--- config.mk ---
export PLATFORM = sky130hd
export DESIGN_NAME = plc_device_flat
export DESIGN_NICKNAME = d
export VERILOG_FILES = /design/src/plc_pkg.sv /design/src/plc_if.sv /design/src/plc_key_detect.sv /design/src/plc_device.sv /design/src/flat_wrapper.sv
export SDC_FILE = /design/constraint.sdc
export NUM_CORES = 1
export LEC_CHECK = 0
export ABC_CLOCK_PERIOD_IN_PS = 2450
export BUFFER_PORTS_ARGS = -buffer_cell sky130_fd_sc_hd__buf_2
export CORE_ASPECT_RATIO = 1.1
export CORE_UTILIZATION = 30
export CTS_BUF_LIST = sky130_fd_sc_hd__clkbuf_4 sky130_fd_sc_hd__clkbuf_8 sky130_fd_sc_hd__clkbuf_16
export DETAILED_ROUTE_END_ITERATION = 10
export SYNTH_ARGS = -nofsm -noshare
export SYNTH_HDL_FRONTEND = slang
export SYNTH_SLANG_ARGS = --single-unit
--- constraint.sdc ---
create_clock -name REF_CLK -period 2.45 [get_ports REF_CLK]
set_input_delay 0.1225 -clock REF_CLK [delete_from_list [all_inputs] [get_ports REF_CLK]]
set_output_delay 0.1225 -clock REF_CLK [all_outputs]
set_load 0.05 [all_outputs]
--- src/plc_pkg.sv ---
// Contract
// - After reset, load configuration from EEPROM automatically
// - Legacy enable is bit 6 of register F0
// - Legacy set: ignore key 6A, take 6B, visible
// - Legacy clear: 6A only if load succeeded, else 6B
// - Legacy mode: base, DMA, IRQ from EEPROM
// - Vendor byte loaded from EEPROM word 1A
// - Claim I/O only with base in 200h-3FFh
// - Decode 10 bits for I/O, 12 for config
// - Host leaves 279h, A79h, 203h-3FFh free; select two strobes on 279h and A79h, two/three span 200h-3FFh
// - Host select base 0, control value 0073h
// - Host selects decode I/O space, mode 81B8h
// - Selects two/three at 200h/300h, pins not GPIO
package plc_pkg;
   // ****************************************
   // Configuration protocol ports and registers
   // ****************************************
   localparam logic [11:0] CFG_ADDR_PORT = 12'h279; // Index port
   localparam logic [11:0] CFG_WDATA_PORT = 12'hA79; // Write data port
   localparam logic [11:0] CFG_RDATA_PORT = 12'h20B; // Read data port
   localparam logic [7:0] CTRL_REG = 8'h02; // Control register
   localparam logic [7:0] CTRL_WAIT_KEY = 8'h02; // Return to wait-for-key
   localparam logic [7:0] ACT_REG = 8'h30; // Activate register
   localparam logic [7:0] IOBASE_HI_REG = 8'h60; // I/O base high
   localparam logic [7:0] IOBASE_LO_REG = 8'h61; // I/O base low
   localparam logic [7:0] IRQ_REG = 8'h70; // Interrupt line
   localparam logic [7:0] DMA_REG = 8'h74; // DMA channel
   localparam logic [7:0] VENDOR_REG = 8'hF0; // vendor_config_byte
   localparam int LEGACY_BIT_POS = 6; // legacy_enable_bit
   localparam logic [7:0] VENDOR_RESET = 8'h00; // Vendor byte reset
   // ****************************************
   // Keys and decoding
   // ****************************************
   localparam logic [7:0] KEY_STD_SEED = 8'h6A; // Standard key
   localparam logic [7:0] KEY_VND_SEED = 8'h6B; // Vendor key
   localparam int KEY_LEN = 32; // Bytes per key
   localparam logic [9:0] IO_WIN_LO = 10'h200; // Window low end
   localparam logic [9:0] IO_WIN_HI = 10'h3FF; // Window high end
   localparam int IO_DEC_BITS = 10; // Ordinary I/O decode width
   localparam int CFG_DEC_BITS = 12; // Config decode width
   // ****************************************
   // EEPROM image layout
   // ****************************************
   localparam logic [6:0] EE_IOBASE_WORD = 7'h08; // I/O base word
   localparam logic [6:0] EE_IRQDMA_WORD = 7'h09; // IRQ low, DMA high
   localparam logic [6:0] EE_VENDOR_WORD = 7'h1A; // Vendor byte word
   localparam logic [6:0] EE_LAST_WORD = 7'h1B; // Checksum word
   localparam logic [15:0] EE_BLANK = 16'hFFFF; // Erased word
   localparam logic [15:0] EE_SUM_GOOD = 16'h0000; // Sum of good image
   localparam int EE_TIMEOUT = 64; // Cycles to wait per word
   // ****************************************
   // Host side registers
   // ****************************************
   localparam logic [3:0] H_ADDR = 4'h0; // Target I/O address
   localparam logic [3:0] H_DATA = 4'h1; // Write data
   localparam logic [3:0] H_GO = 4'h2; // Bit0 write, bit1 read
   localparam logic [3:0] H_STAT = 4'h3; // Status and read data
   localparam logic [3:0] H_PSB = 4'h4; // periph_select_base_reg
   localparam logic [3:0] H_PSM = 4'h5; // periph_select_mode_reg
   localparam logic [3:0] H_PIO = 4'h6; // Pin mode register
   localparam logic [15:0] PSB_INIT = 16'h0073; // Base 0, ext ready, 3 ws
   localparam logic [15:0] PSM_INIT = 16'h81B8; // I/O space selects
   localparam logic [15:0] PIO_CS_MASK = 16'h000C; // Select pins as GPIO
   localparam logic [15:0] PSB_RESET = 16'h0000; // Before init
   localparam logic [15:0] PSM_RESET = 16'h0000; // Before init
   localparam logic [15:0] PIO_RESET = 16'h000C; // Pins start as GPIO
   localparam int PSM_IO_BIT = 7; // Select decodes I/O space
   localparam int PSB_NOREADY_BIT = 2; // Zero: external ready needed

   typedef enum {LD_REQ, LD_WAIT, LD_CHECK, LD_RUN} plc_ld_t;
   typedef enum {HS_PSB, HS_PSM, HS_PIO, HS_IDLE, HS_WAIT} plc_hs_t;
endpackage : plc_pkg

--- src/plc_if.sv ---
`timescale 1ns/1ps
// ****************************************
// I/O bus between host and controller
// ****************************************
interface plc_if;
   logic [11:0] addr; // I/O address
   logic wr; // Write strobe, one cycle
   logic rd; // Read strobe, one cycle
   logic [7:0] wdata; // Write data
   logic [7:0] rdata; // Read data, cycle after rd
   logic claim; // Device claims the cycle

   modport dev (input addr, wr, rd, wdata, output rdata, claim);
   modport host (output addr, wr, rd, wdata, input rdata, claim);
endinterface : plc_if

--- src/plc_key_detect.sv ---
`timescale 1ns/1ps
// ****************************************
// Initiation key sequence recognizer
// ****************************************
module plc_key_detect #(
   parameter logic [7:0] SEED = 8'h6A,
   parameter int LEN = 32
) (
   input wire logic clk,
   input wire logic rst,
   input wire logic wr_en,
   input wire logic [7:0] data,
   output logic hit
);
   logic [7:0] exp_ff; // Expected next key byte
   logic [5:0] cnt_ff; // Bytes matched so far
   logic hit_ff; // One-cycle key recognized

   // Next byte of the key shift sequence
   function automatic logic [7:0] nxt_key(input logic [7:0] b);
      nxt_key = {b[0] ^ b[1], b[7:1]};
   endfunction : nxt_key

   // Match each written byte against the sequence
   always_ff @(posedge clk) begin
      if (rst) begin
         exp_ff <= SEED;
         cnt_ff <= 6'h00;
         hit_ff <= 1'b0;
      end else begin
         hit_ff <= 1'b0;
         if (wr_en) begin
            if (data == exp_ff) begin
               // Last byte completes the key
               if (cnt_ff == 6'(LEN - 1)) begin
                  hit_ff <= 1'b1;
                  cnt_ff <= 6'h00;
                  exp_ff <= SEED;
               end else begin
                  cnt_ff <= cnt_ff + 6'h01;
                  exp_ff <= nxt_key(exp_ff);
               end
            end else if (data == SEED) begin
               // Restart on a fresh seed byte
               cnt_ff <= 6'h01;
               exp_ff <= nxt_key(SEED);
            end else begin
               cnt_ff <= 6'h00;
               exp_ff <= SEED;
            end
         end
      end
   end

   assign hit = hit_ff;
endmodule : plc_key_detect

--- src/plc_device.sv ---
`timescale 1ns/1ps
// ****************************************
// Controller end: EEPROM load, keys, decode
// ****************************************
module plc_device
   import plc_pkg::*;
#(
   parameter int TIMEOUT = EE_TIMEOUT
) (
   input wire logic REF_CLK,
   input wire logic RESET,
   plc_if.dev BUS,
   output logic [6:0] EE_ADDR,
   output logic EE_RD,
   input wire logic EE_VALID,
   input wire logic [15:0] EE_DATA,
   input wire logic EE_PRESENT,
   output logic LOAD_DONE,
   output logic LOAD_OK,
   output logic LEGACY,
   output logic CFG_MODE,
   output logic [3:0] IRQ_LINE,
   output logic [2:0] DMA_CHAN
);
   // ****************************************
   // Declarations
   // ****************************************
   plc_ld_t ld_state_ff; // Load sequencer state
   logic [6:0] ee_addr_ff; // Word being fetched
   logic ee_rd_ff; // Fetch pulse
   logic [15:0] sum_ff; // Running image sum
   logic blank_ff; // Any fetched word erased
   logic [7:0] tmo_ff; // Fetch timeout counter
   logic load_ok_ff; // Image judged good
   logic [9:0] iobase_ff; // Current I/O base
   logic [3:0] irq_ff; // Interrupt line
   logic [2:0] dma_ff; // DMA channel
   logic [7:0] vendor_ff; // vendor_config_byte
   logic active_ff; // Activated by software
   logic cfg_mode_ff; // Key accepted
   logic [7:0] index_ff; // Config register index
   logic [7:0] rdata_ff; // Bus read data
   logic [7:0] regs_ff [16]; // Controller register set
   logic legacy_enable_bit; // Legacy mode flag
   logic std_hit; // Standard key seen
   logic vnd_hit; // Vendor key seen
   logic key_wr; // Write to index port
   logic cfg_wr; // Write to config data port
   logic cfg_rd; // Read of config data port
   logic base_ok; // Base inside window
   logic io_hit; // Ordinary I/O address match
   logic visible; // Answers ordinary I/O
   logic [7:0] cfg_rval; // Selected config value

   assign legacy_enable_bit = vendor_ff[LEGACY_BIT_POS];

   // ****************************************
   // EEPROM load after reset
   // ****************************************
   // Sequencer walks the whole image once
   always_ff @(posedge REF_CLK) begin
      if (RESET) begin
         ld_state_ff <= LD_REQ;
         ee_addr_ff <= 7'h00;
         ee_rd_ff <= 1'b0;
         tmo_ff <= 8'h00;
      end else begin
         ee_rd_ff <= 1'b0;
         case (ld_state_ff)
            LD_REQ: begin
               // Missing part ends the load at once
               if (!EE_PRESENT) begin
                  ld_state_ff <= LD_CHECK;
               end else begin
                  ee_rd_ff <= 1'b1;
                  tmo_ff <= 8'h00;
                  ld_state_ff <= LD_WAIT;
               end
            end
            LD_WAIT: begin
               // Next word or give up on silence
               if (EE_VALID) begin
                  if (ee_addr_ff == EE_LAST_WORD) begin
                     ld_state_ff <= LD_CHECK;
                  end else begin
                     ee_addr_ff <= ee_addr_ff + 7'h01;
                     ld_state_ff <= LD_REQ;
                  end
               end else if (tmo_ff == 8'(TIMEOUT - 1)) begin
                  ld_state_ff <= LD_CHECK;
               end else begin
                  tmo_ff <= tmo_ff + 8'h01;
               end
            end
            LD_CHECK: begin
               ld_state_ff <= LD_RUN;
            end
            LD_RUN: begin
               ld_state_ff <= LD_RUN;
            end
            default: begin
               ld_state_ff <= LD_REQ;
            end
         endcase
      end
   end

   // Sum and blank check of fetched words
   always_ff @(posedge REF_CLK) begin
      if (RESET) begin
         sum_ff <= 16'h0000;
         blank_ff <= 1'b0;
         load_ok_ff <= 1'b0;
      end else if (ld_state_ff == LD_WAIT && EE_VALID) begin
         sum_ff <= sum_ff + EE_DATA;
         if (EE_DATA == EE_BLANK) begin
            blank_ff <= 1'b1;
         end
      end else if (ld_state_ff == LD_CHECK) begin
         // Missing, blank, short or corrupt image fails
         load_ok_ff <= EE_PRESENT && !blank_ff && sum_ff == EE_SUM_GOOD &&
            ee_addr_ff == EE_LAST_WORD && tmo_ff != 8'(TIMEOUT - 1);
      end
   end

   // ****************************************
   // Key recognition
   // ****************************************
   assign key_wr = BUS.wr && BUS.addr == CFG_ADDR_PORT;
   assign cfg_wr = cfg_mode_ff && BUS.wr &&
      BUS.addr[CFG_DEC_BITS-1:0] == CFG_WDATA_PORT;
   assign cfg_rd = cfg_mode_ff && BUS.rd &&
      BUS.addr[CFG_DEC_BITS-1:0] == CFG_RDATA_PORT;

   plc_key_detect #(.SEED(KEY_STD_SEED), .LEN(KEY_LEN)) u_key_std (
      .clk(REF_CLK),
      .rst(RESET),
      .wr_en(key_wr && !cfg_mode_ff),
      .data(BUS.wdata),
      .hit(std_hit)
   );

   plc_key_detect #(.SEED(KEY_VND_SEED), .LEN(KEY_LEN)) u_key_vnd (
      .clk(REF_CLK),
      .rst(RESET),
      .wr_en(key_wr && !cfg_mode_ff),
      .data(BUS.wdata),
      .hit(vnd_hit)
   );

   // Config mode entry by allowed key, exit by control write
   always_ff @(posedge REF_CLK) begin
      if (RESET) begin
         cfg_mode_ff <= 1'b0;
      end else if (ld_state_ff != LD_RUN) begin
         cfg_mode_ff <= 1'b0;
      end else if (vnd_hit) begin
         cfg_mode_ff <= 1'b1;
      end else if (std_hit && !legacy_enable_bit && load_ok_ff) begin
         cfg_mode_ff <= 1'b1;
      end else if (cfg_wr && index_ff == CTRL_REG &&
         BUS.wdata == CTRL_WAIT_KEY) begin
         cfg_mode_ff <= 1'b0;
      end
   end

   // Index register of the config protocol
   always_ff @(posedge REF_CLK) begin
      if (RESET) begin
         index_ff <= 8'h00;
      end else if (cfg_mode_ff && key_wr) begin
         index_ff <= BUS.wdata;
      end
   end

   // ****************************************
   // Configuration registers
   // ****************************************
   // EEPROM values first, then protocol writes
   always_ff @(posedge REF_CLK) begin
      if (RESET) begin
         iobase_ff <= 10'h000;
         irq_ff <= 4'h0;
         dma_ff <= 3'h0;
         vendor_ff <= VENDOR_RESET;
         active_ff <= 1'b0;
      end else if (ld_state_ff == LD_WAIT && EE_VALID) begin
         // Fixed resources straight from the image
         if (ee_addr_ff == EE_IOBASE_WORD) begin
            iobase_ff <= EE_DATA[9:0];
         end
         if (ee_addr_ff == EE_IRQDMA_WORD) begin
            irq_ff <= EE_DATA[3:0];
            dma_ff <= EE_DATA[10:8];
         end
         if (ee_addr_ff == EE_VENDOR_WORD) begin
            vendor_ff <= EE_DATA[7:0];
         end
      end else if (ld_state_ff == LD_CHECK && !load_ok_ff &&
         (!EE_PRESENT || blank_ff || sum_ff != EE_SUM_GOOD ||
         ee_addr_ff != EE_LAST_WORD || tmo_ff == 8'(TIMEOUT - 1))) begin
         // Bad image resets the vendor byte, legacy off
         vendor_ff <= VENDOR_RESET;
      end else if (cfg_wr) begin
         case (index_ff)
            IOBASE_HI_REG: iobase_ff[9:8] <= BUS.wdata[1:0];
            IOBASE_LO_REG: iobase_ff[7:0] <= BUS.wdata;
            IRQ_REG: irq_ff <= BUS.wdata[3:0];
            DMA_REG: dma_ff <= BUS.wdata[2:0];
            VENDOR_REG: vendor_ff <= BUS.wdata;
            ACT_REG: active_ff <= BUS.wdata[0];
            default: begin
            end
         endcase
      end
   end

   // ****************************************
   // Address decode and data path
   // ****************************************
   assign base_ok = iobase_ff >= IO_WIN_LO && iobase_ff <= IO_WIN_HI;
   assign visible = ld_state_ff == LD_RUN &&
      (legacy_enable_bit || active_ff);
   assign io_hit = visible && base_ok &&
      BUS.addr[IO_DEC_BITS-1:4] == iobase_ff[9:4];

   // Config register read mux
   always_comb begin
      case (index_ff)
         IOBASE_HI_REG: cfg_rval = {6'h00, iobase_ff[9:8]};
         IOBASE_LO_REG: cfg_rval = iobase_ff[7:0];
         IRQ_REG: cfg_rval = {4'h0, irq_ff};
         DMA_REG: cfg_rval = {5'h00, dma_ff};
         VENDOR_REG: cfg_rval = vendor_ff;
         ACT_REG: cfg_rval = {7'h00, active_ff};
         default: cfg_rval = 8'h00;
      endcase
   end

   assign BUS.claim = ((BUS.wr || BUS.rd) && io_hit) ||
      cfg_rd || cfg_wr || (cfg_mode_ff && key_wr);

   // Register set writes
   always_ff @(posedge REF_CLK) begin
      if (RESET) begin
         for (int i = 0; i < 16; i++) begin
            regs_ff[i] <= 8'h00;
         end
      end else if (BUS.wr && io_hit) begin
         regs_ff[BUS.addr[3:0]] <= BUS.wdata;
      end
   end

   // Read data one cycle after the strobe
   always_ff @(posedge REF_CLK) begin
      if (RESET) begin
         rdata_ff <= 8'h00;
      end else if (cfg_rd) begin
         rdata_ff <= cfg_rval;
      end else if (BUS.rd && io_hit) begin
         rdata_ff <= regs_ff[BUS.addr[3:0]];
      end else begin
         rdata_ff <= 8'h00;
      end
   end

   // ****************************************
   // Outputs
   // ****************************************
   assign BUS.rdata = rdata_ff;
   assign EE_ADDR = ee_addr_ff;
   assign EE_RD = ee_rd_ff;
   assign LOAD_DONE = ld_state_ff == LD_RUN;
   assign LOAD_OK = load_ok_ff;
   assign LEGACY = legacy_enable_bit;
   assign CFG_MODE = cfg_mode_ff;
   assign IRQ_LINE = irq_ff;
   assign DMA_CHAN = dma_ff;
endmodule : plc_device

--- src/flat_wrapper.sv ---
// flat-port wrapper written by rule: the top's interface ports become plain ports
module plc_device_flat import plc_pkg::*;
#(
   parameter int TIMEOUT = EE_TIMEOUT
)
  (REF_CLK, RESET, EE_ADDR, EE_RD, EE_VALID, EE_DATA, EE_PRESENT, LOAD_DONE, LOAD_OK, LEGACY, CFG_MODE, IRQ_LINE, DMA_CHAN, BUS_addr, BUS_wr, BUS_rd, BUS_wdata, BUS_rdata, BUS_claim);
  plc_if BUS_i ();
  input wire logic REF_CLK;
  input wire logic RESET;
  output logic [6:0] EE_ADDR;
  output logic EE_RD;
  input wire logic EE_VALID;
  input wire logic [15:0] EE_DATA;
  input wire logic EE_PRESENT;
  output logic LOAD_DONE;
  output logic LOAD_OK;
  output logic LEGACY;
  output logic CFG_MODE;
  output logic [3:0] IRQ_LINE;
  output logic [2:0] DMA_CHAN;
  input wire logic [$bits(BUS_i.addr)-1:0] BUS_addr;
  input wire logic [$bits(BUS_i.wr)-1:0] BUS_wr;
  input wire logic [$bits(BUS_i.rd)-1:0] BUS_rd;
  input wire logic [$bits(BUS_i.wdata)-1:0] BUS_wdata;
  output wire logic [$bits(BUS_i.rdata)-1:0] BUS_rdata;
  output wire logic [$bits(BUS_i.claim)-1:0] BUS_claim;
  assign BUS_i.addr = BUS_addr;
  assign BUS_i.wr = BUS_wr;
  assign BUS_i.rd = BUS_rd;
  assign BUS_i.wdata = BUS_wdata;
  assign BUS_rdata = BUS_i.rdata;
  assign BUS_claim = BUS_i.claim;
  plc_device #(.TIMEOUT(TIMEOUT)) u_core (.REF_CLK(REF_CLK), .RESET(RESET), .BUS(BUS_i), .EE_ADDR(EE_ADDR), .EE_RD(EE_RD), .EE_VALID(EE_VALID), .EE_DATA(EE_DATA), .EE_PRESENT(EE_PRESENT), .LOAD_DONE(LOAD_DONE), .LOAD_OK(LOAD_OK), .LEGACY(LEGACY), .CFG_MODE(CFG_MODE), .IRQ_LINE(IRQ_LINE), .DMA_CHAN(DMA_CHAN));
endmodule
==> results, run 1 <==
- The flow ran to the end, and the final reports show no timing, DRC or antenna violations.
- The number of distinct library cell variants in the gate-level netlist after synthesis is 70.
- In this run the number of H-tree levels came out at 1.
- For the worst setup path, the data required time is between 2 and 3 ns.
- The share of async-settable or async-resettable flops after synthesis is 0.
- STA puts the critical path data arrival time at between 2 and 3 ns.
- Dividing the final minimum period by the clock period gives 0.9403.
- The HPWL after detailed placement is approximately 23000 microns.
- The maximum number of pins on one net before global-route repair is 98.
- The worst setup path is of the reg -> reg kind.
- Summing all non-filler instances in the final layout gives an area of between 10000 and 15000 sq um.
- The number of vias after detailed routing is around 8600.
- For this design the static power due to leakage is about 5.3 nW.
- The critical-path maximum fanout is 5.
- The via count of the first global-routing pass is roughly 8600.
- In this run, the number of DRC markers left after iteration 0 of detailed routing was around 610.
- The clock passes through at most 3 buffers.
- The ratio of total power to cell area is ~640 nW/um^2.
- In the global route stage, met1 resource usage came out at 0.2149.
- For this design, the sink count on the clock tree is 237.
- The floorplan has 76 rows.
- Cell internal power was estimated by the tool at approximately 6.9 mW.
- The largest area contributor in the synthesized netlist is sky130_fd_sc_hd__edfxtp_1.
- The die outline area is a little over 40000 sq um.
- The portion of total power attributed to sequential cells is 0.484.
- The wire length of the first global-routing pass is slightly below 50000 microns.
- TritonCTS built the clock tree.
- At the end of the flow, the number of nets in the layout was approximately 1200.
- The max-slew violation total from the final report is 0.
- The number of clock buffers inserted by TritonCTS is 27.
- The switching share of total power is 0.2383.
- The worst supply voltage drop on vdd is 0.4490 mV.
- The synthesized netlist occupies a cell area of roughly 12000 sq um.
- The post-CTS repair timing setup buffer count is 0.
- For met2 alone, demand over resource in global routing was 0.2571.
- The wire length per cell after detailed routing is 18.59 microns.
- The synthesized design contains approximately 240 register bits.
- The average size of a mapped cell is about 11 sq um.
- Of the total synthesized cell area, the portion taken by AND, OR, NAND and NOR gates is 0.2173.
- The share of total power dissipated in the clock network is 0.430.
- The routing layer with the top usage in global route is met2.
- The insertion delay of the later-clocked pin in the worst-skew pair is around 0.56 ns.
- The commonest register cell after synthesis is sky130_fd_sc_hd__edfxtp_1.
- The final global-route overflow total is 0.
- The share of post-route cells with drive strength above 1 is 0.2120.
- The number of flops mapped to enable cells by yosys is 128.
- For this run, design rule violations remaining after detail routing come to 0.
- After synthesis, the largest family of logic cells by area is simple AND/OR/NAND/NOR gates.
- Summed over all layers, the routed wires come to 31780 microns.
- The area growth from synthesis to layout is 17.55%.
- The clock transition at the registers of the reported paths is 0.06 ns.
- For this run, the number of Yosys warnings is 0.
- The clock tree root buffer cell is sky130_fd_sc_hd__clkbuf_16.
- The number of failing hold endpoints at the final stage was 0.
- Sorting the synthesized cells by how often they occur yields sky130_fd_sc_hd__and2_1 (134), sky130_fd_sc_hd__edfxtp_1 (128), sky130_fd_sc_hd__dfxtp_1 (109).
- During I/O placement, the number of pins put on the boundary was 70.
- The relative contribution of combinational cells to total power is 0.087.
- The width of the die is between 150 and 200 microns.
- STA classifies the critical path startpoint as a flop.
- At the end of routability-driven placement, the weighted congestion stood at roughly 0.86.
- The share of synthesized area in the top cell type comes to 0.3223.
- Setup repair after global routing left no endpoint under its margin.
- From bottom edge to top edge, the die measures 211.1 microns.
- When the netlist entered floorplanning its net count stood at between 1000 and 1500.
- Yosys attributes the largest share of cell area to sky130_fd_sc_hd__edfxtp_1 (32%), sky130_fd_sc_hd__dfxtp_1 (18%), sky130_fd_sc_hd__mux4_2 (7.6%).
- For this run, the top clock speed supported by timing is about 0.43 GHz.
- The number of antenna violations at the first check in global routing is 1.
- The post-layout worst setup margin is ~0.15 ns.
- The repair_antennas step left the layout with diodes totalling 0.
- Adding up every negative setup slack in the final design gives 0 ns.
- The met3 track demand over resource is 0.02642.
- The pin slew with the least headroom to its limit is between 0.6 and 0.7 ns.
- The overall fraction of global-route tracks in use is 0.1587.
- The core outline area is ~39000 sq um.
- The register area share after synthesis is 0.5053.
- The most repeated cell in the gate-level netlist after synthesis is sky130_fd_sc_hd__and2_1.
- Of the total synthesized cell area, the portion taken by full adders, half adders and majority gates is 0.02560.
- Synthesis produced between 1000 and 1500 cells.
- The initial core utilization is 0.3044.
- The length of the first detailed-routing pass in iterations is 6.
- The via count normalized by instance count is about 5.1.
- The worst pin sits at a relative slew slack of 0.5802.
- Once placement finished, the instance area stood at around 13000 sq um.
- Measured against the total synthesized area, the mux share comes to 0.1049.
- The path class of the lowest-slack min-delay path is in -> reg.
- For the final database, setup skew stands at 0.02009 ns.
- The count of antenna-violating nets left after detailed routing is 0.
- The net switching power is 2.150 mW.
- The number of setup violations in the final report is 0.
- The sort of element at the end of the critical path is a flop.
- The complex-gate fraction of the synthesized area is 0.09002.
- The number of maximum-capacitance violations is 0.
- The time the worst path needs with I/O delays and setup is around 2.3 ns.
- Before CTS, the worst setup slack after placement is 0.02777 ns.
- Of the total synthesized cell area, the portion taken by XOR and XNOR cells is 0.03158.
- Buffers placed on the I/O ports in this run total 69.
## worst max-delay path: stages, from the launching register on
cell and delay (ns):
sky130_fd_sc_hd__dfxtp_1 0.40, sky130_fd_sc_hd__ha_1 0.22, sky130_fd_sc_hd__and3_1 0.23, sky130_fd_sc_hd__nand2_1 0.13
sky130_fd_sc_hd__nor4_2 0.53, sky130_fd_sc_hd__o21a_4 0.22, sky130_fd_sc_hd__a41oi_4 0.15, sky130_fd_sc_hd__mux2_4 0.32
## power by group through the flow
stage	logic (mW)	clock network [mW]	registers, mW
2_1_floorplan	0.493	0	4.43
3_3_place_gp	0.771	0	4.44
3_5_place_dp	0.778	0	4.45
4_1_cts	0.787	3.98	4.36
5_1_grt	0.847	4.14	4.37
6_report	0.783	3.88	4.36
## cells by family after synthesis
logic type / count (synthesis)
AOI/OAI and AO/OA: 170
muxes: 74
buffers and inverters: 75
and+or+nand+nor: 462
adders and majority gates: 24
DFF: 237
xor gates and xnor gates: 43
## state kept, by name, indices dropped and copies added (netlist names), 2 cells and up
register and flops:
u_core.BUS.rdata 8, u_core.DMA_CHAN 3, u_core.EE_ADDR 7, u_core.IRQ_LINE 4, u_core.index_ff 8, u_core.iobase_ff 10
u_core.ld_state_ff 2, u_core.regs_ff 128, u_core.sum_ff 16, u_core.tmo_ff 8, u_core.u_key_std.cnt_ff 6, u_core.u_key_std.exp_ff 8
u_core.u_key_vnd.cnt_ff 6, u_core.u_key_vnd.exp_ff 8, u_core.vendor_ff 8
## cells in the final DEF (no fill, tap or decap), types with 9 or more instances in the layout
| master | count |
|---|---|
| sky130_fd_sc_hd__inv_1 | 17 |
| sky130_fd_sc_hd__xor2_1 | 35 |
| sky130_fd_sc_hd__clkbuf_4 | 11 |
| sky130_fd_sc_hd__and2_1 | 134 |
| sky130_fd_sc_hd__buf_4 | 51 |
| sky130_fd_sc_hd__ha_1 | 22 |
| sky130_fd_sc_hd__nand3b_1 | 12 |
| sky130_fd_sc_hd__nor2_1 | 81 |
| sky130_fd_sc_hd__nor3_1 | 23 |
| sky130_fd_sc_hd__nand4_1 | 16 |
| sky130_fd_sc_hd__dfxtp_1 | 108 |
| sky130_fd_sc_hd__or2_2 | 24 |
| sky130_fd_sc_hd__clkbuf_16 | 27 |
| sky130_fd_sc_hd__nor2b_1 | 9 |
| sky130_fd_sc_hd__edfxtp_1 | 128 |
| sky130_fd_sc_hd__buf_2 | 68 |
| sky130_fd_sc_hd__a21oi_1 | 58 |
| sky130_fd_sc_hd__a31oi_1 | 10 |
| sky130_fd_sc_hd__mux2i_1 | 29 |
| sky130_fd_sc_hd__mux4_2 | 40 |
| sky130_fd_sc_hd__nand3_1 | 18 |
| sky130_fd_sc_hd__nand2b_1 | 22 |
| sky130_fd_sc_hd__a211oi_1 | 13 |
| sky130_fd_sc_hd__and3_1 | 13 |
| sky130_fd_sc_hd__nor4_1 | 12 |
| sky130_fd_sc_hd__o21ai_0 | 34 |
| sky130_fd_sc_hd__nand2_1 | 59 |
## worst paths after layout
kind                          start                  end  slack [ns]  depth (start not counted)
setup / recovery  u_core.EE_ADDR[1]   u_core.DMA_CHAN[2]        0.15                          7
hold / removal           EE_DATA[8]  u_core.iobase_ff[8]        0.05                          4
setup reg to reg  u_core.EE_ADDR[1]   u_core.DMA_CHAN[2]        0.15                          7
hold reg to reg    u_core.sum_ff[7]     u_core.sum_ff[7]        0.48                          2
## metrics by stage
step	hold WS, ns	cells	utilization	power (mW)
after floorplan	0.2718	1085	-	4.922
after detailed placement	0.4482	1656	0.3347	5.225
after global placement	0.4460	1656	0.3347	5.211
final	0.05479	1710	0.3578	9.021
after global routing	0.04417	1710	0.3578	9.362
after CTS	0.03470	1710	0.3576	9.132
## final cells by class
cell class	count	area, sq um
inverter	17	63.81
fill	3920	25160
tap	507	634.4
sequential	237	6027
clock inverter	8	47.55
multi-input combinational	773	5613
timing repair buffer	127	833.3
clock buffer	41	799.5
## routing by layer
layer | wire, microns | vias to the layer above
li1 | - | 4165
met1 | 14250 | 4194
met2 | 15040 | 234
met4 | 721 | 2
met3 | 1758 | 49
met5 | 14 | -
## timing repair
action,4_1_cts,5_1_grt
endpoints found under the hold margin,13,0
hold buffers,5,0
resized for setup,0,2
setup endpoints to repair,0,1
(Power assumes the default switching activity.)
==> inputs of run 2 (changes only) <==
--- a/config.mk
+++ b/config.mk
@@ -7,10 +7,13 @@
 export LEC_CHECK = 0
 export ABC_CLOCK_PERIOD_IN_PS = 2450
 export BUFFER_PORTS_ARGS = -buffer_cell sky130_fd_sc_hd__buf_2
+export CELL_PAD_IN_SITES_DETAIL_PLACEMENT = 1
+export CELL_PAD_IN_SITES_GLOBAL_PLACEMENT = 1
 export CORE_ASPECT_RATIO = 1.1
 export CORE_UTILIZATION = 30
 export CTS_BUF_LIST = sky130_fd_sc_hd__clkbuf_4 sky130_fd_sc_hd__clkbuf_8 sky130_fd_sc_hd__clkbuf_16
 export DETAILED_ROUTE_END_ITERATION = 10
+export PLACE_DENSITY_LB_ADDON = 0.1
 export SYNTH_ARGS = -nofsm -noshare
 export SYNTH_HDL_FRONTEND = slang
 export SYNTH_SLANG_ARGS = --single-unit
==> run 2 against run 1 <==
Against the previous run: sequential power hardly changed; cell area increased by 1.2%; clock power grew 16%; final cell count is 0.47% higher; utilization increased by 0.44 points; die area stayed put; clock-buffer cell count grew 1; first-iteration DRC count fell by 34%; register-to-register slack better by 0.03 ns; critical path depth unchanged; critical path type unchanged; largest cell class unchanged.
==> results, run 2 (synthesis gave the netlist of run 1 again) <==
- The run finished with clean final reports.
- The chip height is 211.1 microns (unchanged).
- The worst flop-to-flop path startpoint is u_core.sum_ff[15].
- The library cell used most frequently in the layout, excluding fill and tap cells, is sky130_fd_sc_hd__and2_1.
- The TritonCTS clock tree is built.
- The count of routing violations after the opening detailed-route iteration was 403 (-34%).
- The top-level I/O count is 70 (unchanged).
- The initial core utilization came to 0.3044 (unchanged).
- The delay of the slowest cell on the worst path is 0.50 ns (-0.03 ns).
- The static power due to leakage is 5.401 nW (+1.8%).
- The portion of total power attributed to sequential cells is 0.451 (-0.033).
- The launch instance of the worst min-delay path is EE_DATA[1].
- The critical-path maximum fanout is 9 (+4).
- The clock transition at the registers of the reported paths is 0.06 ns (about the same).
- The endpoint identified for the worst register-to-register timing path is u_core.iobase_ff[0].
- The data arrival at the endpoint of the critical path is 2.70 ns (-0.03 ns).
- The clock sink count is 237 (unchanged).
- The critical path is of the reg -> reg type.
- The placed cell count was 1664 (+0.48%).
- The worst supply voltage drop on vdd is 0.3871 mV (-14%).
- The width of the die is 192.1 microns (unchanged).
- The placer's final routability congestion estimate was 0.7501 (-12%).
- The number of placement rows is 76 (unchanged).
- The number of failing hold endpoints at the final stage is 0 (unchanged).
- The final global-route overflow total came to 0 (unchanged).
- The worst hold path terminates at u_core.sum_ff[1].
- The post-CTS repair timing setup buffer count is 0 (unchanged).
- The detailed-placement wirelength estimate is 26280 microns (+16%).
- The die outline area is 40550 sq um (unchanged).
- The clock group share of total power is 0.464 (+0.034).
- The maximum number of pins on one net before global-route repair is 62 (-37%).
- The total detailed-routing wirelength is 36830 microns (+16%).
- The clock tree root buffer cell is sky130_fd_sc_hd__clkbuf_16.
- The worst setup path is captured at a flop.
- The insertion delay of the later-clocked pin in the worst-skew pair was 0.55 ns (about the same).
- Setup repair after global routing left no endpoint under its margin.
- The largest registers in the layout are u_core.regs_ff (128), u_core.sum_ff (16), u_core.iobase_ff (10).
- The post-synthesis to final-layout area growth is 19.00%.
- The layout net count is 1255 (+0.56%).
- The H-tree depth reported by CTS is 1 (unchanged).
- The internal power of the cells came to 7.399 mW (+7.7%).
- The worst clock skew is 0.006493 ns (-0.01360 ns).
- The post-place setup slack is 0.1223 ns (+0.09448 ns).
- The number of maximum-capacitance violations is 0 (unchanged).
- The number of flip-flops in the largest register came to 128 (unchanged).
- The register with the most flip-flops in the final layout is u_core.regs_ff.
- The total design power was 9.680 mW (+7.3%).
- The number of instances on the worst hold path was 4 (unchanged).
- The smallest hold slack came to 0.06462 ns (+0.009827 ns).
- The cell with the largest stage delay on the worst path is sky130_fd_sc_hd__nor4b_1.
- The core outline area is 39180 sq um (unchanged).
- The register-to-register setup slack is 0.18 ns (+0.03 ns).
- The number of clock buffers inserted by TritonCTS came to 28 (+3.7%).
- The wire length per cell after detailed routing is 21.44 microns (+15%).
- The number of buffers inserted by port buffering is 69 (unchanged).
- The top cell types in the final layout, fill and taps aside, are sky130_fd_sc_hd__and2_1 (134), sky130_fd_sc_hd__edfxtp_1 (128), sky130_fd_sc_hd__dfxtp_1 (108).
- The max-slew violation total from the final report came to 0 (unchanged).
- The signal on the critical path passes through nor4b_1 > nand3_1 > nor4_2 > buf_4 > o211a_1 > nor2_2 > mux2i_1.
- The number of setup violations in the final report is 0 (unchanged).
- The relative contribution of combinational cells to total power is 0.085 (-0.002).
- The number of antenna violations at the first check in global routing was 0 (-1).
- The worst relative slew slack is 0.4202 (-0.1600).
- The tightest min-delay check is of the in -> reg type.
- The length of the first detailed-routing pass in iterations is 4 (-2).
- The share of post-route cells with drive strength above 1 came to 0.2180 (+0.006032).
- The count of antenna-violating nets left after detailed routing is 0 (unchanged).
- The antenna diode instance count is 0 (unchanged).
- The switching share of total power is 0.2356 (-0.002682).
- The number of cells on the worst reg-to-reg path is 7 (unchanged).
- The buffer depth of the longest clock path is 3 (unchanged).
- The highest clock frequency the design can meet is 0.4398 GHz (+1.3%).
- The net switching power was 2.281 mW (+6.1%).
- The time the worst path needs with I/O delays and setup came to 2.274 ns (-0.02990 ns).
- The wire length of the first global-routing pass is 56820 microns (+15%).
- The pin slew with the least headroom to its limit is 0.8680 ns (+0.2382 ns).
- The via count normalized by instance count came to 5.059 (about the same).
- The final standard cell count with taps included and fillers excluded came to 1718 (+0.47%).
- The final worst-path cycle share is 0.9281 (-0.01220).
- The total negative setup slack came to 0 ns (unchanged).
- The post-layout worst setup margin is 0.1761 ns (+0.02990 ns).
- The ratio of total power to cell area came to 682.1 nW/um^2 (+6.0%).
- The required time of the worst setup path was 2.88 ns (about the same).
- The number of vias after detailed routing was 8691 (+0.54%).
- The DRC violation count after routing is 0 (unchanged).
- The overall fraction of global-route tracks in use is 0.1867 (+0.02800).
- The nature of the critical path startpoint is a flop.
- The via count of the first global-routing pass is 9168 (+7.2%).
- The number of filler cells placed in the layout is 4321 (+10%).
==> run 2: critical path: cells and delay by family (launching register included) <==
kind,cells,cell delay (ns)
mux,1,0.15
buf+inv,1,0.19
compound gates,1,0.33
flops,1,0.33
simple gates,4,1.15
==> run 2: layer usage <==
metal / track usage / share of wire / vias up
met5: 0 / 0 / -
met4: 0.05539 / 0.027 / 0
met3: 0.02293 / 0.033 / 53
met2: 0.3044 / 0.47 / 125
met1: 0.2578 / 0.47 / 4347
li1: - / - / 4166
==> run 2: worst max-delay path by stage <==
stage | end | slack [ns] | startpoint
6_report | u_core.iobase_ff[0] | 0.18 | u_core.sum_ff[15]
5_1_grt | u_core.sum_ff[14] | 0.005 | u_core.sum_ff[0]
4_1_cts | u_core.iobase_ff[0] | 0.11 | u_core.sum_ff[15]
3_5_place_dp | u_core.iobase_ff[0] | 0.12 | u_core.sum_ff[13]
3_3_place_gp | u_core.iobase_ff[0] | 0.08 | u_core.sum_ff[13]
2_1_floorplan | u_core.DMA_CHAN[2] | 0.01 | u_core.EE_ADDR[1]
==> run 2: what timing repair did <==
| action | 4_1_cts | 5_1_grt |
|---|---|---|
| setup endpoints to repair | 0 | 3 |
| gates resized for setup | 0 | 1 |
| hold buffers | 3 | 0 |
| endpoints found under the hold margin | 5 | 0 |
==> run 2: cell type report <==
type	count	area (sq um)	area share
Sequential cell	237	6027	0.4247
Multi-Input combinational cell	773	5607	0.3951
Clock buffer	42	878.3	0.06189
Timing Repair Buffer	133	860.8	0.06066
Tap cell	507	634.4	0.04470
Clock inverter	9	120.1	0.008464
Inverter	17	63.81	0.004497
==> run 2: power groups by stage <==
stage | clock network [mW] | registers, mW | logic, mW
after floorplan | 0 | 4.43 | 0.493
after global placement | 0 | 4.44 | 0.833
after detailed placement | 0 | 4.45 | 0.835
after CTS | 4.62 | 4.36 | 0.843
after global routing | 4.77 | 4.38 | 0.896
final | 4.49 | 4.36 | 0.824
==> run 2: stage by stage <==
| stage | utilization | cell area (sq um) |
|---|---|---|
| finish | 0.3622 | 14190 |
| global route | 0.3622 | 14190 |
| CTS | 0.3622 | 14190 |
| detailed placement | 0.3359 | 13160 |
| global placement | 0.3359 | 13160 |
| floorplan | - | 11930 |
==> inputs of run 3 (changes only) <==
--- a/config.mk
+++ b/config.mk
@@ -10,10 +10,12 @@
 export CELL_PAD_IN_SITES_DETAIL_PLACEMENT = 1
 export CELL_PAD_IN_SITES_GLOBAL_PLACEMENT = 1
 export CORE_ASPECT_RATIO = 1.1
-export CORE_UTILIZATION = 30
+export CORE_UTILIZATION = 25
 export CTS_BUF_LIST = sky130_fd_sc_hd__clkbuf_4 sky130_fd_sc_hd__clkbuf_8 sky130_fd_sc_hd__clkbuf_16
 export DETAILED_ROUTE_END_ITERATION = 10
 export PLACE_DENSITY_LB_ADDON = 0.1
+export REMOVE_ABC_BUFFERS = 1
 export SYNTH_ARGS = -nofsm -noshare
 export SYNTH_HDL_FRONTEND = slang
+export SYNTH_HIERARCHICAL = 1
 export SYNTH_SLANG_ARGS = --single-unit
==> run 3 against run 2 <==
Against the previous run: clock skew rose by 0.0026 ns; area after synthesis rose by 0.50%; via count rose by 2.3%; clock-buffer cell count fell by 4; register-to-register slack got worse by 0.06 ns; critical path type is now reg -> out; largest cell class unchanged; largest power group unchanged; highest routed layer unchanged.
==> results, run 3 <==
- The wire length of the first global-routing pass is 60400 microns (+6.3%).
- The max-slew violation total from the final report was 0 (unchanged).
- The time the worst path needs with I/O delays and setup is 2.428 ns (+0.1545 ns).
- The overall fraction of global-route tracks in use is 0.1653 (-0.02135).
- The number of setup violations in the final report is 0 (unchanged).
- The clock sink count is 237 (unchanged).
- The clock group share of total power was 0.494 (+0.030).
- The sort of element at the end of the critical path is an output pin.
- The top cell types in the final layout, fill and taps aside, are sky130_fd_sc_hd__and2_1 (131), sky130_fd_sc_hd__edfxtp_1 (128), sky130_fd_sc_hd__dfxtp_1 (108).
- The initial core utilization is 0.2548 (-0.04962).
- The internal power of the cells is 7.986 mW (+7.9%).
- Setup repair after global routing could not meet its margin everywhere.
- The number of antenna violations at the first check in global routing came to 1 (+1).
- The number of flops mapped to enable cells by yosys is 128 (unchanged).
- The worst clock skew is 0.009102 ns (+0.002609 ns).
- The via count of the first global-routing pass is 9295 (+1.4%).
- The worst supply voltage drop on vdd is 0.6040 mV (+56%).
- The number of warnings printed during yosys synthesis was 6 (+6).
- The final standard cell count with taps included and fillers excluded is 1882 (+9.5%).
- The clock tree root buffer cell is sky130_fd_sc_hd__clkbuf_16.
- The share of async-settable or async-resettable flops after synthesis is 0 (unchanged).
- The met1 wire length is 18880 microns (+8.3%).
- The number of buffers inserted by port buffering is 69 (unchanged).
- STA classifies the critical path startpoint as a flop.
- The highest layer touched by signal routing is met4.
- The insertion delay of the later-clocked pin in the worst-skew pair was 0.57 ns (+0.02 ns).
- The flip-flop and latch count after synthesis is 237 (unchanged).
- The width of the die is 210.8 microns (+9.7%).
- The TritonCTS clock tree is built.
- The DRC violation count after routing is 0 (unchanged).
- The largest registers in the layout are u_core/regs_ff (128), u_core/sum_ff (16), u_core/iobase_ff (10).
- The data arrival at the endpoint of the critical path came to 2.31 ns (-0.39 ns).
- The worst relative slew slack came to 0.5516 (+0.1314).
- By area the synthesized netlist is led by sky130_fd_sc_hd__edfxtp_1 (32%), sky130_fd_sc_hd__dfxtp_1 (18%), sky130_fd_sc_hd__mux4_2 (7.5%).
- The portion of total power attributed to sequential cells was 0.419 (-0.032).
- The buffer depth of the longest clock path is 3 (unchanged).
- The maximum number of pins on one net before global-route repair is 64 (+3.2%).
- The share of post-route cells with drive strength above 1 is 0.2631 (+0.04507).
- The number of failing hold endpoints at the final stage was 0 (unchanged).
- The critical-path maximum fanout is 3 (-6).
- The required time of the worst setup path was 2.33 ns (-0.55 ns).
- The commonest register cell after synthesis is sky130_fd_sc_hd__edfxtp_1.
- The ratio of total power to cell area was 696.0 nW/um^2 (+2.0%).
- The number of distinct library cell variants in the gate-level netlist after synthesis came to 84 (+20%).
- The net switching power came to 2.447 mW (+7.3%).
- The share of the core filled with cells came to 0.3187 (-0.04357).
- The average size of a mapped cell came to 11.20 sq um (+1.9%).
- The number of maximum-capacitance violations was 0 (unchanged).
- The share of the synthesized area in the top cell type is 0.3207 (-0.001615).
- The die outline area came to 48820 sq um (+20%).
- The area taken by flip-flops and latches was 6027 sq um (unchanged).
- The final worst-path cycle share is 0.9912 (+0.06307).
- The pin slew with the least headroom to its limit was 0.6702 ns (-0.1978 ns).
- The detailed-placement wirelength estimate was 28900 microns (+10%).
- The multi-input logic area came to 5690 sq um (+1.5%).
- The largest area contributor in the synthesized netlist is sky130_fd_sc_hd__edfxtp_1.
- The register with the most flip-flops is u_core/regs_ff.
- The count of antenna-violating nets left after detailed routing was 0 (unchanged).
- The placer's final routability congestion estimate was 0.7651 (+2.0%).
- The relative contribution of combinational cells to total power was 0.087 (+0.002).
- The total design power came to 10.43 mW (+7.8%).
- The met3 wire length came to 1289 microns (+6.0%).
- The number of placement rows was 83 (+9.2%).
- The layout net count is 1284 (+2.3%).
- The total detailed-routing wirelength is 39900 microns (+8.3%).
- Leaving out fill and tap cells, the most frequent cell in the layout is sky130_fd_sc_hd__and2_1.
- The number of flip-flops in the largest register is 128 (unchanged).
- The number of filler cells placed in the layout came to 5178 (+20%).
- The final global-route overflow total is 0 (unchanged).
- The clock transition at the registers of the reported paths is 0.06 ns (about the same).
- The tightest min-delay check is of the in -> reg type.
- The number of clock buffers inserted by TritonCTS came to 30 (+7.1%).
- The placed cell count is 1814 (+9.0%).
- The commonest cells after synthesis are sky130_fd_sc_hd__and2_1 (131), sky130_fd_sc_hd__edfxtp_1 (128), sky130_fd_sc_hd__dfxtp_1 (109).
- The static power due to leakage is 5.624 nW (+4.1%).
- The length of the first detailed-routing pass in iterations is 4 (unchanged).
- The wire length per cell after detailed routing is 21.20 microns (-1.1%).
- The most repeated cell in the gate-level netlist after synthesis is sky130_fd_sc_hd__and2_1.
- The critical path in this run is classified as reg -> out.
- The number of vias after detailed routing came to 8890 (+2.3%).
- The top-level I/O count was 70 (unchanged).
- The detailed-routed wire length on met2 is 18910 microns (+10%).
- The switching share of total power is 0.2346 (-0.001046).
- The post-synthesis to final-layout area growth is 25.08%.
- The via count normalized by instance count is 4.724 (-6.6%).
- The flow ran to the end, and the final reports show no timing, DRC or antenna violations.
- The H-tree depth reported by CTS is 1 (unchanged).
- The count of routing violations after the opening detailed-route iteration was 345 (-14%).
- The synthesized netlist cell count is 1070 (-1.4%).
- The synthesized cell area came to 11990 sq um (+0.50%).
- The highest clock frequency the design can meet is 0.4118 GHz (-6.4%).
- The core outline area is 47040 sq um (+20%).
- The register area share after synthesis came to 0.5028 (-0.002532).
- The chip height is 231.6 microns (+9.7%).
[run 3: final timing paths]
kind	from	endpoint	slack, ns	cells after the start
setup / recovery	u_core/iobase_ff[4]	BUS_claim	0.02	6
setup reg to reg	u_core/iobase_ff[4]	u_core/regs_ff[14][4]	0.12	7
hold / removal	EE_DATA[13]	u_core/blank_ff	0.04	5
hold reg to reg	u_core/vendor_ff[1]	u_core/vendor_ff[1]	0.49	1
[run 3: critical path: stages, from the launching register on]
cell,delay [ns]
sky130_fd_sc_hd__dfxtp_2,0.33
sky130_fd_sc_hd__xor2_1,0.16
sky130_fd_sc_hd__nor4_2,0.27
sky130_fd_sc_hd__buf_4,0.17
sky130_fd_sc_hd__nand2_2,0.05
sky130_fd_sc_hd__o211ai_1,0.47
sky130_fd_sc_hd__clkbuf_16,0.27
[run 3: final cells by class]
class / count / share of cell area
Inverter: 28 / 0.007011
Clock inverter: 18 / 0.01928
Multi-Input combinational cell: 752 / 0.3796
Sequential cell: 237 / 0.4021
Clock buffer: 38 / 0.05776
Timing Repair Buffer: 170 / 0.08079
Antenna cell: 2 / 0.0003339
Tap cell: 637 / 0.05317
[run 3: power groups by stage]
| stage | sequential [mW] | clock, mW | combinational [mW] |
|---|---|---|---|
| final | 4.37 | 5.16 | 0.905 |
| after global routing | 4.38 | 5.45 | 0.988 |
| after CTS | 4.37 | 5.32 | 0.917 |
| after detailed placement | 4.45 | 0 | 0.900 |
| after global placement | 4.45 | 0 | 0.900 |
| after floorplan | 4.43 | 0 | 0.420 |
[run 3: metal layers]
layer / vias to the layer above / global-route usage
met5: - / 0
met4: 0 / 0.04393
met3: 49 / 0.01775
met2: 148 / 0.2751
met1: 4460 / 0.2270
li1: 4233 / -
[run 3: stage by stage]
| stage | TNS, ns | instance area (sq um) | worst slack [ns] | hold WS, ns |
|---|---|---|---|---|
| 6_report | 0 | 14990 | 0.02152 | 0.04133 |
| 5_1_grt | -0.09637 | 14990 | -0.09631 | 0.07314 |
| 4_1_cts | -0.003314 | 14920 | -0.003314 | 0.01182 |
| 3_5_place_dp | -0.4631 | 13660 | -0.05875 | 0.4664 |
| 3_3_place_gp | -0.7134 | 13660 | -0.03008 | 0.4626 |
| 2_1_floorplan | -15.44 | 11750 | -0.7874 | 0.1916 |
[run 3: repair_timing]
action / in CTS / in global routing
pin swaps: 1 / 6
setup endpoints to repair: 30 / 78
buffers inserted: 0 / 1
hold buffers: 9 / 0
gates resized for setup: 4 / 16
endpoints found under the hold margin: 11 / 0
[run 3: logic make-up (layout without fill, tap and decap cells)]
kind of cell | after synthesis | in the layout | synth area share
simple gates | 455 | 455 | 0.2174
fa+ha+maj | 23 | 23 | 0.02464
compound gates | 168 | 168 | 0.09970
buf+inv | 81 | 254 | 0.02850
flops | 237 | 237 | 0.5028
xor+xnor | 46 | 46 | 0.03362
other cells | 0 | 2 | 0
mux | 60 | 60 | 0.09343
